==> config.mk <==
export PLATFORM = sky130hd
export DESIGN_NAME = tdu_uart
export DESIGN_NICKNAME = d
export VERILOG_FILES = /design/src/tdu_pkg.sv /design/src/tdu_chan.sv /design/src/tdu_uart.sv
export SDC_FILE = /design/constraint.sdc
export NUM_CORES = 1
export LEC_CHECK = 0
export ABC_AREA = 1
export BUFFER_PORTS_ARGS = -buffer_cell sky130_fd_sc_hd__buf_4
export CAP_MARGIN = 0
export CORE_ASPECT_RATIO = 0.5
export CORE_UTILIZATION = 50
export DETAILED_ROUTE_END_ITERATION = 6
export GPL_ROUTABILITY_DRIVEN = 1
export GPL_TIMING_DRIVEN = 0
export PLACE_DENSITY = 0.7
export SYNTH_ARGS = -nofsm -noshare
export SYNTH_HDL_FRONTEND = slang
export SYNTH_SLANG_ARGS = --single-unit
==> constraint.sdc <==
create_clock -name mclk -period 5.8 [get_ports mclk]
set_input_delay 1.16 -clock mclk [delete_from_list [all_inputs] [get_ports mclk]]
set_output_delay 1.16 -clock mclk [all_outputs]
set_load 0.03 [all_outputs]
==> src/tdu_pkg.sv <==
// Constants shared by the timer-driven half-duplex serial block
// Functional notes
// - Frame is start, eight data LSB first, stop
// - Programmable rate, at most 19200 bits/s; the code does not limit the rate and MAX_BAUD is unused
// - Never transmit and receive at once
// - Each bit handled on a timer period event
// - Channel 4 paces receive, channel 5 transmit
// - Transmit start enables event, runs counter, stops
// - Transmit via channel pin, receive via edge input
// - Start needs falling edge then mid-bit low
// - Confirmed start samples eight data bits mid-bit
// - Three-bit prescale select, eight coarse ratios
// - Event passes full enable and mask chain
// - Period interrupt enable raises event per period
// - Halt bit stops channel during doze
// - Forced interrupt bit raises event immediately
// - Immediate update bit loads period at once
// - Pin data bit reflects or drives pin
// - Direction bit: one output, zero input
// - Output invert affects waveform mode only
// - Mode bit: zero general-purpose, one waveform
// - Counter run bit starts and stops counter
// - Prescale bits 2..0; 000 div 4, 001 div 8
// - Transmit line idles high, driven per bit
// - First receive period half, then full
package tdu_pkg;
  localparam int          CLK_HZ      = 10_000_000;
  localparam int          MAX_BAUD    = 19_200;
  localparam int          PER_W       = 10;
  localparam int          PRE_W       = 3;
  localparam logic [9:0]  DIV_BASE    = 10'h004;
  // Register byte addresses
  localparam logic [31:0] A_RX_CTRL   = 32'h1000_5020;
  localparam logic [31:0] A_RX_PER    = 32'h1000_5024;
  localparam logic [31:0] A_TX_CTRL   = 32'h1000_5028;
  localparam logic [31:0] A_TX_PER    = 32'h1000_502c;
  localparam logic [31:0] A_TX_DATA   = 32'h1000_5030;
  localparam logic [31:0] A_RX_DATA   = 32'h1000_5034;
  localparam logic [31:0] A_INT_CTRL  = 32'h1000_5038;
  localparam logic [31:0] A_INT_MASK  = 32'h1000_503c;
  // Channel control fields
  localparam int          CB_HALT     = 11;
  localparam int          CB_FORCE    = 10;
  localparam int          CB_PERIOD_INTERRUPT_ENABLE    = 9;
  localparam int          CB_LOAD     = 8;
  localparam int          CB_PIN      = 7;
  localparam int          CB_DIR      = 6;
  localparam int          CB_INV      = 5;
  localparam int          CB_MODE     = 4;
  localparam int          CB_RUN      = 3;
  localparam logic [15:0] CTRL_WMASK  = 16'h0fff;
  localparam int          WID_LSB     = 16;
  // Enable chain fields
  localparam int          IC_EE       = 0;
  localparam int          IC_IE       = 1;
  localparam int          IC_FE       = 2;
  localparam int          IC_EDGE     = 3;
  localparam int          SRC_TX      = 15;
  localparam int          SRC_RX      = 14;
  localparam int          SRC_EDGE    = 6;
  // Frame sequencing
  localparam logic [3:0]  TX_STOP_IDX = 4'h9;
  localparam logic [3:0]  TX_END_IDX  = 4'ha;
  localparam logic [2:0]  RX_LAST     = 3'h7;
endpackage

==> src/tdu_chan.sv <==
// Interval timer channel with prescaler and period event
`timescale 1ns/1ps
`default_nettype none
module tdu_chan #(
  parameter int PER_W = tdu_pkg::PER_W,
  parameter int PRE_W = tdu_pkg::PRE_W
) (
  input  wire logic             mclk,
  input  wire logic             rst_n,
  input  wire logic             run,
  input  wire logic             freeze,
  input  wire logic [PRE_W-1:0] presc,
  input  wire logic [PER_W-1:0] period,
  input  wire logic [PER_W-1:0] width,
  input  wire logic             half_first,
  input  wire logic             load_now,
  output logic                  done,
  output logic                  wave
);
  logic [9:0]       pre;
  logic [9:0]       div;
  logic [PER_W-1:0] cnt;
  logic [PER_W-1:0] act_per;
  logic [PER_W-1:0] act_wid;
  logic             tick;
  logic             last;

  // Divide ratio 4 shifted by the select code
  assign div  = tdu_pkg::DIV_BASE << presc;
  assign tick = run && !freeze && (pre == div - 10'h001);
  assign last = (cnt >= act_per - PER_W'(1));

  // Prescaler, cleared while stopped, held while halted
  always_ff @(posedge mclk or negedge rst_n) begin
    if (!rst_n) begin
      pre <= '0;
    end else if (!run) begin
      pre <= '0;
    end else if (!freeze) begin
      pre <= tick ? '0 : pre + 10'h001;
    end
  end

  // Period counter and active period reload
  always_ff @(posedge mclk or negedge rst_n) begin
    if (!rst_n) begin
      cnt     <= '0;
      act_per <= '0;
      act_wid <= '0;
    end else if (!run) begin
      cnt     <= '0;
      act_per <= half_first ? (period >> 1) : period;
      act_wid <= width;
    end else if (load_now) begin
      cnt     <= '0;
      act_per <= period;
      act_wid <= width;
    end else if (tick) begin
      if (last) begin
        cnt     <= '0;
        act_per <= period;
        act_wid <= width;
      end else begin
        cnt <= cnt + PER_W'(1);
      end
    end
  end

  // Period completion pulse and waveform level
  always_ff @(posedge mclk or negedge rst_n) begin
    if (!rst_n) begin
      done <= 1'b0;
      wave <= 1'b0;
    end else begin
      done <= tick && last;
      wave <= run && (cnt < act_wid);
    end
  end
endmodule
`default_nettype wire

==> src/tdu_uart.sv <==
// Timer-paced half-duplex serial block with Wishbone registers
//
// Added by the designer: register access over Wishbone.
`timescale 1ns/1ps
`default_nettype none
module tdu_uart (
  input  wire logic        mclk,
  input  wire logic        rst_n,
  input  wire logic [31:0] wb_adr_i,
  input  wire logic [31:0] wb_dat_i,
  input  wire logic [3:0]  wb_sel_i,
  input  wire logic        wb_we_i,
  input  wire logic        wb_cyc_i,
  input  wire logic        wb_stb_i,
  output logic      [31:0] wb_dat_o,
  output logic             wb_ack_o,
  input  wire logic        doze,
  input  wire logic        tx_pin_i,
  output logic             tx_pin_o,
  output logic             tx_pin_oe,
  input  wire logic        rx_edge_i
);
  typedef enum logic {TX_IDLE, TX_RUN} tdu_tx_e;
  typedef enum logic [1:0] {RX_IDLE, RX_START, RX_DATA} tdu_rx_e;

  logic [15:0] tx_ctrl;
  logic [15:0] rx_ctrl;
  logic [31:0] tx_per;
  logic [31:0] rx_per;
  logic [3:0]  int_ctrl;
  logic [31:0] int_mask;
  tdu_tx_e     tx_st;
  tdu_rx_e     rx_st;
  logic [3:0]  tx_idx;
  logic [7:0]  tx_sh;
  logic [7:0]  tx_hold;
  logic        hold_full;
  logic [2:0]  rx_cnt;
  logic [7:0]  rx_sh;
  logic [7:0]  rx_byte;
  logic        rx_full;
  logic        rx_s1;
  logic        rx_s2;
  logic        rx_prev;
  logic        tp_s1;
  logic        tp_s2;
  logic        acc;
  logic        wr;
  logic        rd;
  logic [31:0] rdata;
  logic        tx_done;
  logic        rx_done;
  logic        tx_wave;
  logic        tx_force;
  logic        rx_force;
  logic        tx_load;
  logic        rx_load;
  logic        tx_evt;
  logic        rx_evt;
  logic        edge_evt;
  logic        tx_start;
  logic        fall;
  logic [31:0] next_tx_ctrl;
  logic [31:0] next_rx_ctrl;

  // Byte-lane merge of a bus write into a stored word
  function automatic logic [31:0] merge(input logic [31:0] old,
                                        input logic [31:0] nw,
                                        input logic [3:0]  sel);
    logic [31:0] m;
    m = {{8{sel[3]}}, {8{sel[2]}}, {8{sel[1]}}, {8{sel[0]}}};
    return (old & ~m) | (nw & m);
  endfunction

  // Enable chain from a source down to the sequencer
  function automatic logic gate(input logic [3:0]  ic,
                                input logic [31:0] msk,
                                input int          src);
    return ic[tdu_pkg::IC_EE] &&
           ((ic[tdu_pkg::IC_IE] && msk[src]) ||
            (ic[tdu_pkg::IC_FE] && msk[16 + src]));
  endfunction

  // Bus strobes, one access per ack
  assign acc = wb_cyc_i && wb_stb_i && !wb_ack_o;
  assign wr  = acc && wb_we_i;
  assign rd  = acc && !wb_we_i;
  assign next_tx_ctrl = merge({16'h0000, tx_ctrl}, wb_dat_i, wb_sel_i);
  assign next_rx_ctrl = merge({16'h0000, rx_ctrl}, wb_dat_i, wb_sel_i);

  // One-shot control strobes from control writes
  assign tx_force = wr && (wb_adr_i == tdu_pkg::A_TX_CTRL) &&
                    next_tx_ctrl[tdu_pkg::CB_FORCE];
  assign rx_force = wr && (wb_adr_i == tdu_pkg::A_RX_CTRL) &&
                    next_rx_ctrl[tdu_pkg::CB_FORCE];
  assign tx_load  = wr && (wb_adr_i == tdu_pkg::A_TX_CTRL) &&
                    next_tx_ctrl[tdu_pkg::CB_LOAD];
  assign rx_load  = wr && (wb_adr_i == tdu_pkg::A_RX_CTRL) &&
                    next_rx_ctrl[tdu_pkg::CB_LOAD];

  // Gated per-bit events
  assign tx_evt   = gate(int_ctrl, int_mask, tdu_pkg::SRC_TX) &&
                    ((tx_done && tx_ctrl[tdu_pkg::CB_PERIOD_INTERRUPT_ENABLE]) || tx_force);
  assign rx_evt   = gate(int_ctrl, int_mask, tdu_pkg::SRC_RX) &&
                    ((rx_done && rx_ctrl[tdu_pkg::CB_PERIOD_INTERRUPT_ENABLE]) || rx_force);
  assign fall     = rx_prev && !rx_s2;
  assign edge_evt = fall && int_ctrl[tdu_pkg::IC_EDGE] &&
                    gate(int_ctrl, int_mask, tdu_pkg::SRC_EDGE);
  // Receive start wins a same-cycle tie so both never run at once
  assign tx_start = (tx_st == TX_IDLE) && (rx_st == RX_IDLE) && hold_full && !edge_evt;

  // Transmit interval timer, channel 5
  tdu_chan u_tx_chan (
    .mclk       (mclk),
    .rst_n      (rst_n),
    .run        (tx_ctrl[tdu_pkg::CB_RUN]),
    .freeze     (doze && tx_ctrl[tdu_pkg::CB_HALT]),
    .presc      (tx_ctrl[tdu_pkg::PRE_W-1:0]),
    .period     (tx_per[tdu_pkg::PER_W-1:0]),
    .width      (tx_per[tdu_pkg::WID_LSB +: tdu_pkg::PER_W]),
    .half_first (1'b0),
    .load_now   (tx_load),
    .done       (tx_done),
    .wave       (tx_wave)
  );

  // Receive interval timer, channel 4, half first period
  tdu_chan u_rx_chan (
    .mclk       (mclk),
    .rst_n      (rst_n),
    .run        (rx_ctrl[tdu_pkg::CB_RUN]),
    .freeze     (doze && rx_ctrl[tdu_pkg::CB_HALT]),
    .presc      (rx_ctrl[tdu_pkg::PRE_W-1:0]),
    .period     (rx_per[tdu_pkg::PER_W-1:0]),
    .width      (rx_per[tdu_pkg::WID_LSB +: tdu_pkg::PER_W]),
    .half_first (1'b1),
    .load_now   (rx_load),
    .done       (rx_done),
    .wave       ()
  );

  // Pin synchronisers and edge history
  always_ff @(posedge mclk or negedge rst_n) begin
    if (!rst_n) begin
      rx_s1   <= 1'b1;
      rx_s2   <= 1'b1;
      rx_prev <= 1'b1;
      tp_s1   <= 1'b1;
      tp_s2   <= 1'b1;
    end else begin
      rx_s1   <= rx_edge_i;
      rx_s2   <= rx_s1;
      rx_prev <= rx_s2;
      tp_s1   <= tx_pin_i;
      tp_s2   <= tp_s1;
    end
  end

  // Wishbone ack and read data
  always_ff @(posedge mclk or negedge rst_n) begin
    if (!rst_n) begin
      wb_ack_o <= 1'b0;
      wb_dat_o <= '0;
    end else begin
      wb_ack_o <= acc;
      if (rd) begin
        wb_dat_o <= rdata;
      end
    end
  end

  // Read mux, unmapped reads zero
  always_comb begin
    rdata = '0;
    if (wb_adr_i == tdu_pkg::A_TX_CTRL) begin
      rdata[15:0] = tx_ctrl;
      if (!tx_ctrl[tdu_pkg::CB_MODE] && !tx_ctrl[tdu_pkg::CB_DIR]) begin
        rdata[tdu_pkg::CB_PIN] = tp_s2;
      end
    end else if (wb_adr_i == tdu_pkg::A_RX_CTRL) begin
      rdata[15:0] = rx_ctrl;
    end else if (wb_adr_i == tdu_pkg::A_TX_PER) begin
      rdata = tx_per;
    end else if (wb_adr_i == tdu_pkg::A_RX_PER) begin
      rdata = rx_per;
    end else if (wb_adr_i == tdu_pkg::A_TX_DATA) begin
      rdata[3:0] = {rx_full, rx_st != RX_IDLE, hold_full, tx_st == TX_RUN};
    end else if (wb_adr_i == tdu_pkg::A_RX_DATA) begin
      rdata[8:0] = {rx_full, rx_byte};
    end else if (wb_adr_i == tdu_pkg::A_INT_CTRL) begin
      rdata[3:0] = int_ctrl;
    end else if (wb_adr_i == tdu_pkg::A_INT_MASK) begin
      rdata = int_mask;
    end
  end

  // Period, width and enable chain registers
  always_ff @(posedge mclk or negedge rst_n) begin
    if (!rst_n) begin
      tx_per   <= '0;
      rx_per   <= '0;
      int_ctrl <= '0;
      int_mask <= '0;
    end else if (wr) begin
      if (wb_adr_i == tdu_pkg::A_TX_PER) begin
        tx_per <= merge(tx_per, wb_dat_i, wb_sel_i);
      end else if (wb_adr_i == tdu_pkg::A_RX_PER) begin
        rx_per <= merge(rx_per, wb_dat_i, wb_sel_i);
      end else if (wb_adr_i == tdu_pkg::A_INT_CTRL) begin
        int_ctrl <= wb_sel_i[0] ? wb_dat_i[3:0] : int_ctrl;
      end else if (wb_adr_i == tdu_pkg::A_INT_MASK) begin
        int_mask <= merge(int_mask, wb_dat_i, wb_sel_i);
      end
    end
  end

  // Transmit control register, software then sequencer
  always_ff @(posedge mclk or negedge rst_n) begin
    if (!rst_n) begin
      tx_ctrl <= '0;
    end else begin
      if (wr && wb_adr_i == tdu_pkg::A_TX_CTRL) begin
        tx_ctrl <= next_tx_ctrl[15:0] & tdu_pkg::CTRL_WMASK &
                   ~(16'h0001 << tdu_pkg::CB_FORCE) &
                   ~(16'h0001 << tdu_pkg::CB_LOAD);
      end
      if (tx_start) begin
        tx_ctrl[tdu_pkg::CB_PERIOD_INTERRUPT_ENABLE] <= 1'b1;
        tx_ctrl[tdu_pkg::CB_RUN]   <= 1'b1;
        tx_ctrl[tdu_pkg::CB_PIN]   <= 1'b1;
      end else if (tx_st == TX_RUN && tx_evt) begin
        if (tx_idx == '0) begin
          tx_ctrl[tdu_pkg::CB_PIN] <= 1'b0;
        end else if (tx_idx < tdu_pkg::TX_STOP_IDX) begin
          tx_ctrl[tdu_pkg::CB_PIN] <= tx_sh[0];
        end else if (tx_idx == tdu_pkg::TX_STOP_IDX) begin
          tx_ctrl[tdu_pkg::CB_PIN] <= 1'b1;
        end else if (!hold_full) begin
          tx_ctrl[tdu_pkg::CB_RUN] <= 1'b0;
        end
      end
    end
  end

  // Receive control register, software then sequencer
  always_ff @(posedge mclk or negedge rst_n) begin
    if (!rst_n) begin
      rx_ctrl <= '0;
    end else begin
      if (wr && wb_adr_i == tdu_pkg::A_RX_CTRL) begin
        rx_ctrl <= next_rx_ctrl[15:0] & tdu_pkg::CTRL_WMASK &
                   ~(16'h0001 << tdu_pkg::CB_FORCE) &
                   ~(16'h0001 << tdu_pkg::CB_LOAD);
      end
      if (rx_st == RX_IDLE && tx_st == TX_IDLE && edge_evt) begin
        rx_ctrl[tdu_pkg::CB_RUN] <= 1'b1;
      end else if (rx_st == RX_START && rx_evt && rx_s2) begin
        rx_ctrl[tdu_pkg::CB_RUN] <= 1'b0;
      end else if (rx_st == RX_DATA && rx_evt && rx_cnt == tdu_pkg::RX_LAST) begin
        rx_ctrl[tdu_pkg::CB_RUN] <= 1'b0;
      end
    end
  end

  // Transmit holding word, one queued behind the shifter
  always_ff @(posedge mclk or negedge rst_n) begin
    if (!rst_n) begin
      tx_hold   <= '0;
      hold_full <= 1'b0;
    end else if (wr && wb_adr_i == tdu_pkg::A_TX_DATA && !hold_full && wb_sel_i[0]) begin
      tx_hold   <= wb_dat_i[7:0];
      hold_full <= 1'b1;
    end else if (tx_start || (tx_st == TX_RUN && tx_evt && tx_idx == tdu_pkg::TX_END_IDX)) begin
      hold_full <= 1'b0;
    end
  end

  // Transmit bit sequencer
  always_ff @(posedge mclk or negedge rst_n) begin
    if (!rst_n) begin
      tx_st  <= TX_IDLE;
      tx_idx <= '0;
      tx_sh  <= '0;
    end else begin
      case (tx_st)
        TX_IDLE: begin
          if (tx_start) begin
            tx_st  <= TX_RUN;
            tx_idx <= '0;
            tx_sh  <= tx_hold;
          end
        end
        TX_RUN: begin
          if (tx_evt) begin
            if (tx_idx == tdu_pkg::TX_END_IDX) begin
              if (hold_full) begin
                tx_idx <= '0;
                tx_sh  <= tx_hold;
              end else begin
                tx_st <= TX_IDLE;
              end
            end else begin
              tx_idx <= tx_idx + 4'h1;
              if (tx_idx != '0) begin
                tx_sh <= tx_sh >> 1;
              end
            end
          end
        end
        default: tx_st <= TX_IDLE;
      endcase
    end
  end

  // Receive sequencer: confirm start, gather eight bits
  always_ff @(posedge mclk or negedge rst_n) begin
    if (!rst_n) begin
      rx_st  <= RX_IDLE;
      rx_cnt <= '0;
      rx_sh  <= '0;
    end else begin
      case (rx_st)
        RX_IDLE: begin
          if (edge_evt && tx_st == TX_IDLE) begin
            rx_st <= RX_START;
          end
        end
        RX_START: begin
          if (rx_evt) begin
            rx_st  <= rx_s2 ? RX_IDLE : RX_DATA;
            rx_cnt <= '0;
          end
        end
        RX_DATA: begin
          if (rx_evt) begin
            rx_sh  <= {rx_s2, rx_sh[7:1]};
            rx_cnt <= rx_cnt + 3'h1;
            if (rx_cnt == tdu_pkg::RX_LAST) begin
              rx_st <= RX_IDLE;
            end
          end
        end
        default: rx_st <= RX_IDLE;
      endcase
    end
  end

  // Received byte and full flag, set wins over read clear
  always_ff @(posedge mclk or negedge rst_n) begin
    if (!rst_n) begin
      rx_byte <= '0;
      rx_full <= 1'b0;
    end else if (rx_st == RX_DATA && rx_evt && rx_cnt == tdu_pkg::RX_LAST) begin
      rx_byte <= {rx_s2, rx_sh[7:1]};
      rx_full <= 1'b1;
    end else if (rd && wb_adr_i == tdu_pkg::A_RX_DATA) begin
      rx_full <= 1'b0;
    end
  end

  // Transmit pin drive: general-purpose or waveform
  always_ff @(posedge mclk or negedge rst_n) begin
    if (!rst_n) begin
      tx_pin_o  <= 1'b1;
      tx_pin_oe <= 1'b0;
    end else if (tx_ctrl[tdu_pkg::CB_MODE]) begin
      tx_pin_o  <= tx_wave ^ tx_ctrl[tdu_pkg::CB_INV];
      tx_pin_oe <= 1'b1;
    end else begin
      tx_pin_o  <= tx_ctrl[tdu_pkg::CB_PIN];
      tx_pin_oe <= tx_ctrl[tdu_pkg::CB_DIR];
    end
  end

  ack_one_a: assert property (@(posedge mclk) disable iff (!rst_n)
    wb_ack_o |=> !wb_ack_o) else $error("ack held two cycles");
  half_duplex_a: assert property (@(posedge mclk) disable iff (!rst_n)
    !(tx_st == TX_RUN && rx_st != RX_IDLE)) else $error("tx and rx both active");
  start_bit_a: assert property (@(posedge mclk) disable iff (!rst_n)
    (tx_st == TX_RUN && tx_evt && tx_idx == '0) |=> !tx_ctrl[tdu_pkg::CB_PIN])
    else $error("start bit not low");
  stop_bit_a: assert property (@(posedge mclk) disable iff (!rst_n)
    (tx_st == TX_RUN && tx_evt && tx_idx == tdu_pkg::TX_STOP_IDX) |=> ##1 tx_pin_o)
    else $error("stop bit not high on pin");
  rx_reject_a: assert property (@(posedge mclk) disable iff (!rst_n)
    (rx_st == RX_START && rx_evt && rx_s2) |=> rx_st == RX_IDLE && !$rose(rx_full))
    else $error("false start accepted");
  rx_deliver_a: assert property (@(posedge mclk) disable iff (!rst_n)
    (rx_st == RX_DATA && rx_evt && rx_cnt == tdu_pkg::RX_LAST) |=>
    rx_full && !rx_ctrl[tdu_pkg::CB_RUN] && rx_st == RX_IDLE)
    else $error("byte not delivered");
  chain_gate_a: assert property (@(posedge mclk) disable iff (!rst_n)
    (!int_ctrl[tdu_pkg::IC_EE] && !tx_start) |=> $stable(tx_idx) && $stable(rx_cnt))
    else $error("sequencer moved without enable");
  tx_finish_a: assert property (@(posedge mclk) disable iff (!rst_n)
    (tx_st == TX_RUN && tx_evt && tx_idx == tdu_pkg::TX_END_IDX && !hold_full) |=>
    !tx_ctrl[tdu_pkg::CB_RUN] && tx_st == TX_IDLE) else $error("timer not stopped");
endmodule
`default_nettype wire

==> results of run 1 <==
[final cells by class]
cell class                      count  share of cell area, %
Inverter                          216                   4.90
Multi-Input combinational cell   1244                   37.8
Tap cell                          382                   2.89
Buffer                             53                   1.56
Timing Repair Buffer              112                   5.37
Clock inverter                     16                   1.39
Sequential cell                   276                   41.8
Clock buffer                       32                   4.31
[per-layer routing]
layer | vias to the layer above | global-route usage [%] | part of all wire (%)
li1 | 6111 | - | -
met1 | 5760 | 39.9 | 49
met3 | 52 | 5.00 | 7.0
met2 | 348 | 38.6 | 42
met4 | 0 | 5.57 | 2.0
met5 | - | 0 | 0
[through the flow]
step	worst slack, ns	hold slack [ns]	instance area [sq um]	utilization, %
2_1_floorplan	3.10	0.345	14200	-
3_3_place_gp	1.15	0.346	15500	55.8
3_5_place_dp	2.44	0.348	15600	56.1
4_1_cts	2.67	0.357	16500	59.5
5_1_grt	2.28	0.359	16500	59.5
6_report	2.68	0.357	16500	59.5
[cells in the mapped netlist, types with 4 or more instances]
| master | number |
|---|---|
| a21oi_1 | 49 |
| buf_2 | 22 |
| buf_6 | 4 |
| clkbuf_1 | 23 |
| clkinv_1 | 4 |
| dfrtp_1 | 270 |
| dfstp_2 | 6 |
| ha_1 | 37 |
| inv_1 | 203 |
| inv_2 | 9 |
| nand2_1 | 498 |
| nand2_2 | 16 |
| nand3_1 | 124 |
| nand4_1 | 39 |
| nor2_1 | 110 |
| nor2_2 | 7 |
| nor3_1 | 20 |
| nor4_1 | 6 |
| o211ai_1 | 7 |
| o21ai_0 | 169 |
| o21ai_1 | 61 |
| o22ai_1 | 16 |
| xnor2_1 | 7 |
| xor2_1 | 37 |
[report_power, final]
part | switching (uW) | leakage [uW] | internal, uW
clock | 781 | 0.000467 | 1100
sequential | 1.12 | 0.00373 | 1930
combinational | 85.1 | 0.00392 | 44.4
total | 867 | 0.00812 | 3080
[placed cells by master (no fill, tap or decap), types with 4 or more instances in the layout]
cell type / instances
nor2_2: 7
xor2_1: 37
o22ai_1: 16
ha_1: 37
dfrtp_1: 270
a21oi_1: 49
bufinv_16: 5
xnor2_1: 7
nand2_2: 16
nand2_1: 498
buf_6: 4
o21ai_1: 61
o211ai_1: 7
dfstp_2: 6
nor3_1: 20
clkinv_1: 4
inv_2: 9
nor2_1: 110
nand4_1: 39
buf_2: 22
clkbuf_1: 25
inv_1: 203
o21ai_0: 169
nor4_1: 6
clkinv_2: 8
clkbuf_16: 26
buf_4: 109
nand3_1: 124
clkbuf_8: 4
[worst register-to-register path, cell delays in order (launching register included)]
cell	delay, ns
dfrtp_1	0.39
inv_1	0.12
nand2_1	0.09
or3_1	0.36
nor3_1	0.24
nand2_1	0.08
nor2_1	0.11
xor2_1	0.15
inv_1	0.05
ha_1	0.30
nand2_1	0.08
nor2_1	0.14
o211ai_1	0.11
nand4_1	0.16
clkinv_1	0.32
nand3_1	0.19
o21ai_0	0.09
[worst max path at each step]
| stage | to | from | slack, ns |
|---|---|---|---|
| 3_5_place_dp | flip-flop | wb_adr_i[8] | 2.44 |
| 4_1_cts | u_tx_chan.cnt[2]$_DFFE_PN0P_ | u_tx_chan.act_per[2]$_DFFE_PN0P_ | 2.67 |
| 5_1_grt | u_tx_chan.cnt[2]$_DFFE_PN0P_ | u_tx_chan.act_per[2]$_DFFE_PN0P_ | 2.28 |
| 6_report | u_tx_chan.cnt[2]$_DFFE_PN0P_ | u_tx_chan.act_per[0]$_DFFE_PN0P_ | 2.68 |
| 2_1_floorplan | u_tx_chan.cnt[2]$_DFFE_PN0P_ | u_tx_chan.act_per[2]$_DFFE_PN0P_ | 3.10 |
| 3_3_place_gp | async pin | rst_n | 1.15 |
[logic make-up after synthesis]
logic type               count (synthesis)
flip-flops                             276
AO/OA/AOI/OAI                          319
buffers and inverters                  269
XOR/XNOR                                44
AND/OR/NAND/NOR                        844
adder cells (fa/ha/maj)                 37
==> flow_metrics.tcl, run 1 <==
set metrics [dict create \
    initial_core_util_pct 51.2 \
    drc_errors 0 \
    drive_gt1_share_pct 12.6 \
    grt_max_degree 109 \
    rows 43 \
    cts_inserted_buffers 26 \
    r2r_setup_slack_ns 2.68 \
    synth_top_family_by_area "simple AND/OR/NAND/NOR gates" \
    nets 2042 \
    synth_xor_area_share_pct 2.71 \
    grt_usage_pct 26.3 \
    worstSetupPathDepth 16 \
    path_common_cell "nand2_1" \
    hold_path.class "reg2reg" \
    whs_endpoint "rx_s2$_DFF_PN1_" \
    yosysSeqAreaShare_pct 48.6 \
    hp-start "rx_s1$_DFF_PN1_" \
    finalCriticalPeriod_ns 3.12 \
    cp.arrival_ns 3.55 \
    max_cap_violations 0 \
    dr.pass1.iters 6 \
    cts_setup_buffers 0 \
    ctsLongestPathBuffers 3 \
    cts_hold_buf 0 \
    cts_tree "yes" \
    area_growth_pct 16.2 \
    vdd_drop_max_v 0.000206 \
    whs_path_depth 0 \
    power_uw 3940 \
    status "completed" \
    slowest_stage "dfrtp_1" \
    slew_viol_final 0 \
    syn_inst 1789 \
    synth_edf_count 0 \
    synth-simple-area-share_pct 26.1 \
    cpLargestDelayFamily "simple AND/OR/NAND/NOR gates" \
    die_area_sq_um 29200 \
    critPathCaptureType "flip-flop" \
    path_clk_slew_ns 0.07 \
    critPathMaxFanout 9 \
    powerDensity_nw_per_um2 238 \
    async_flop_share_pct 100 \
    grt_pass1_vias 11400 \
    ant_nets 0 \
    regArea_sq_um 6910 \
    yosys_warnings 0 \
    post-route-period-util_pct 53.7 \
    dpl.cell_count 2283 \
    yosys.area.top_type "dfrtp_1" \
    port_buffers 110 \
    required_ns 6.23 \
    synth_fa_ha_area_share_pct 3.25 \
    multi_input_area_sq_um 6250 \
    ys_types 50 \
    leakagePower_uw 0.00812 \
    fin_cells 2331 \
    rsz0062_at_grt "no" \
    clock-sinks 276 \
    r2r_start "u_tx_chan.act_per[0]$_DFFE_PN0P_" \
    dieWidth_microns 241 \
    pin_count 111 \
    clk_latency_ns 0.56 \
    setup_viol 0 \
    crit_path_cell_trace "inv_1, nand2_1, or3_1, nor3_1, nand2_1, nor2_1, xor2_1, inv_1, ha_1, nand2_1, nor2_1, o211ai_1, nand4_1, clkinv_1, nand3_1, o21ai_0" \
    critPathBufInv 3 \
    synth_area_leaders "dfrtp_1 47%, nand2_1 13%, o21ai_0 5.9%" \
    fmax_ghz 0.321 \
    clock-root-buffer "clkbuf_16" \
    finalWirelength_microns 37100 \
    wl_per_cell_microns 15.9 \
    hold_viol 0 \
    diodes 0 \
    synth_top_area_share_pct 47.5 \
    die_h_microns 121 \
    vias 12300 \
    cts_max_level 1 \
    num-fill-cells 2555 \
    cts_resized 0 \
    synth_ff_type "dfrtp_1" \
    crit_type "reg2reg" \
    core_sq_um 27800 \
    place_congestion 0.907 \
    drtIter0Drc 1170 \
    r2r-end "u_tx_chan.cnt[2]$_DFFE_PN0P_" \
    grt_pass1_wl_microns 60000 \
    avgSynthCellArea_sq_um 7.95 \
    cp-start-kind "flip-flop" \
    via_per_inst 5.26 \
    netlist_area_sq_um 14200 \
    finalSetupTns_ns 0 \
    worst_slew_pin_slew_ns 0.850 \
    syn_nets 1902 \
    grt.overflow.total 0 \
    synthMuxAreaShare_pct 0 \
    grt_antenna_before_repair 0 \
    clock_skew_ns 0.0154 \
    place_hpwl_microns 27200 \
    reg2reg_depth 16 \
    ys_seq_elements 276 \
    maxSlewHeadroom_pct 43.3 \
    slowest_delay_ns 0.39 \
    synth-compound-area-share_pct 11.9 \
]
Power figures use the tool's default switching activity.
==> run 2: changes to the inputs <==
--- a/config.mk
+++ b/config.mk
@@ -13,7 +13,7 @@
 export DETAILED_ROUTE_END_ITERATION = 6
 export GPL_ROUTABILITY_DRIVEN = 1
 export GPL_TIMING_DRIVEN = 0
-export PLACE_DENSITY = 0.7
+export PLACE_DENSITY = 0.73
 export SYNTH_ARGS = -nofsm -noshare
 export SYNTH_HDL_FRONTEND = slang
 export SYNTH_SLANG_ARGS = --single-unit
==> constraint.sdc (replaced) <==
create_clock -name mclk -period 2.8 [get_ports mclk]
set_input_delay 0.56 -clock mclk [delete_from_list [all_inputs] [get_ports mclk]]
set_output_delay 0.56 -clock mclk [all_outputs]
set_load 0.03 [all_outputs]
==> run 2 against run 1 <==
The run now ends with negative setup slack left; sequential cell count unchanged; combinational power increased by 110%; critical endpoint is now u_tx_chan.act_wid[8]$_DFFE_PN0P_; non-clock buffer count increased by 21; worst hold slack got worse by 0.26 ns; critical path depth increased by 1.
==> flow_metrics.tcl, run 2 (synthesized netlist as in run 1, its figures left out) <==
set metrics [dict create \
    dieWidth_microns 241 \
    clock-root-buffer "clkbuf_16" \
    slowest_delay_ns 0.40 \
    crit_path_cell_trace "nor2_1, nand2_1, or3_4, nor3_4, nand2_1, nor2_1, xor2_1, inv_1, ha_4, a21oi_2, o21a_1, nand4_1, nand2_2, nand2_4, buf_8, nand2_1, nand2_1" \
    clk_latency_ns 0.57 \
    final_cell_mix "487 x nand2_1, 270 x dfrtp_1, 201 x inv_1" \
    dr.pass1.iters 5 \
    grt_use_met1_pct 38.4 \
    slew_viol_final 0 \
    layout_commonest_cell "nand2_1" \
    die_h_microns 121 \
    ant_nets 0 \
    grt_max_degree 113 \
    met3_usage_pct 5.37 \
    max_cap_violations 0 \
    path_common_cell "nand2_1" \
    num-fill-cells 2494 \
    leakagePower_uw 0.00827 \
    vias 12500 \
    critPathBufInv 2 \
    grt_pass1_vias 11800 \
    maxSlewHeadroom_pct 55.0 \
    rsz0062_at_grt "yes" \
    status "finished with violations" \
    pin_count 111 \
    path_clk_slew_ns 0.06 \
    setup_viol 8 \
    critPathCaptureType "flip-flop" \
    hold_path.class "in2reg" \
    drive_gt1_share_pct 14.9 \
    port_buffers 110 \
    nets 2064 \
    final_util_pct 60.6 \
    critPathMaxFanout 10 \
    cts_max_level 1 \
    final_cell_area_sq_um 16800 \
    powerDensity_nw_per_um2 467 \
    grt-busiest-layer "met2" \
    grt_usage_pct 26.1 \
    multi_input_area_sq_um 6440 \
    cpLargestDelayFamily "simple AND/OR/NAND/NOR gates" \
    hold_viol 0 \
    initial_core_util_pct 51.2 \
    grt.overflow.total 0 \
    cts_inserted_buffers 26 \
    finalWirelength_microns 37200 \
    regArea_sq_um 6910 \
    ctsLongestPathBuffers 3 \
    cp.arrival_ns 3.25 \
    diodes 0 \
    wl_per_cell_microns 15.8 \
    drtIter0Drc 972 \
    cp-start-kind "flip-flop" \
    cts_tree "yes" \
    post-route-period-util_pct 101 \
    clock_skew_ns 0.0267 \
    fmax_ghz 0.354 \
    finalCriticalPeriod_ns 2.82 \
    place_hpwl_microns 26700 \
    placed_cell_area_sq_um 15600 \
    vdd_drop_max_v 0.000413 \
    area_growth_pct 18.4 \
    required_ns 3.23 \
    place_congestion 0.931 \
    crit_type "reg2reg" \
    die_area_sq_um 29200 \
    use_met2_pct 39.4 \
    drc_errors 0 \
    clock-sinks 276 \
    rows 43 \
    failed_checks "negative setup slack" \
    worst_slew_pin_slew_ns 0.669 \
    grt_antenna_before_repair 0 \
    core_sq_um 27800 \
    setup_slack_ns -0.0221 \
    via_per_inst 5.30 \
    slowest_stage "dfrtp_1" \
    grt_pass1_wl_microns 60000 \
]
==> run 2: changes by cell type in the layout (fill, tap and decap cells not counted), sizes merged <==
cell / delta
clkinv: -8
nand2: +1
buf: +20
bufinv: -3
dlygate4sd3: +1
clkbuf: +12
clkinvlp: -1
==> run 2: timing repair <==
| action | in CTS | in global routing |
|---|---|---|
| hold endpoints to repair | 62 | 0 |
| resized for setup | 10 | 68 |
| cloned | 0 | 4 |
| pin swaps | 3 | 14 |
| hold buffers | 1 | 0 |
| buffers inserted | 4 | 13 |
| endpoints found under the setup margin | 41 | 51 |
==> run 2: cell type report <==
class	count	area share, %
Timing Repair Buffer	133	6.37
Inverter	216	4.82
Sequential cell	276	41.0
Clock inverter	4	0.483
Clock buffer	44	4.56
Buffer	53	1.69
Multi-Input combinational cell	1245	38.2
Tap cell	382	2.84
==> run 2: worst register-to-register path, stage by stage (launching register included) <==
cell and delay [ns]:
dfrtp_1 0.40, nor2_1 0.09, nand2_1 0.08, or3_4 0.36
nor3_4 0.13, nand2_1 0.06, nor2_1 0.12, xor2_1 0.14
inv_1 0.08, ha_4 0.24, a21oi_2 0.15, o21a_1 0.14
nand4_1 0.17, nand2_2 0.19, nand2_4 0.09, buf_8 0.15
nand2_1 0.06, nand2_1 0.06
==> run 2: worst paths after layout <==
| path | slack [ns] | endpoint | cells past startpoint | startpoint |
|---|---|---|---|---|
| hold reg to reg | 0.36 | tp_s2$_DFF_PN1_ | 0 | tp_s1$_DFF_PN1_ |
| setup reg to reg | -0.02 | u_tx_chan.act_wid[8]$_DFFE_PN0P_ | 17 | u_tx_chan.act_per[2]$_DFFE_PN0P_ |
| hold / removal | 0.10 | rx_s1$_DFF_PN1_ | 1 | rx_edge_i |
| setup / recovery | -0.02 | u_tx_chan.act_wid[8]$_DFFE_PN0P_ | 17 | u_tx_chan.act_per[2]$_DFFE_PN0P_ |
| max in group asynchronous | 0.90 | async pin | 4 | rst_n |
| min in group asynchronous | 0.53 | u_rx_chan.pre[7]$_DFFE_PN0P_ | 2 | rst_n |
==> run 2: metrics by stage <==
| stage | setup slack, ns | TNS, ns | hold slack, ns | total power, uW | std cells |
|---|---|---|---|---|---|
| 2_1_floorplan | 0.104 | 0 | 0.264 | 4130 | 1789 |
| 3_3_place_gp | -1.23 | -329.25 | 0.345 | 4330 | 2281 |
| 3_5_place_dp | -0.294 | -6.82 | 0.347 | 4340 | 2283 |
| 4_1_cts | -0.0168 | -0.0182 | 0.0895 | 7910 | 2336 |
| 5_1_grt | -0.272 | -8.00 | 0.0954 | 8110 | 2353 |
| 6_report | -0.0221 | -0.0840 | 0.102 | 7880 | 2353 |
==> run 2: report_power, final <==
| part | internal (uW) | total [uW] | switching [uW] |
|---|---|---|---|
| combinational | 92.6 | 267 | 174 |
| clock | 2050 | 3610 | 1570 |
| sequential | 3990 | 4000 | 1.94 |
| total | 6130 | 7880 | 1740 |
==> run 2: layer usage <==
metal	part of all wire [%]	vias to the layer above	wire [microns]
met5	0	-	0
met4	2.0	0	737
met3	6.8	61	2540
met2	44	317	16200
met1	48	5926	17700
li1	-	6173	-
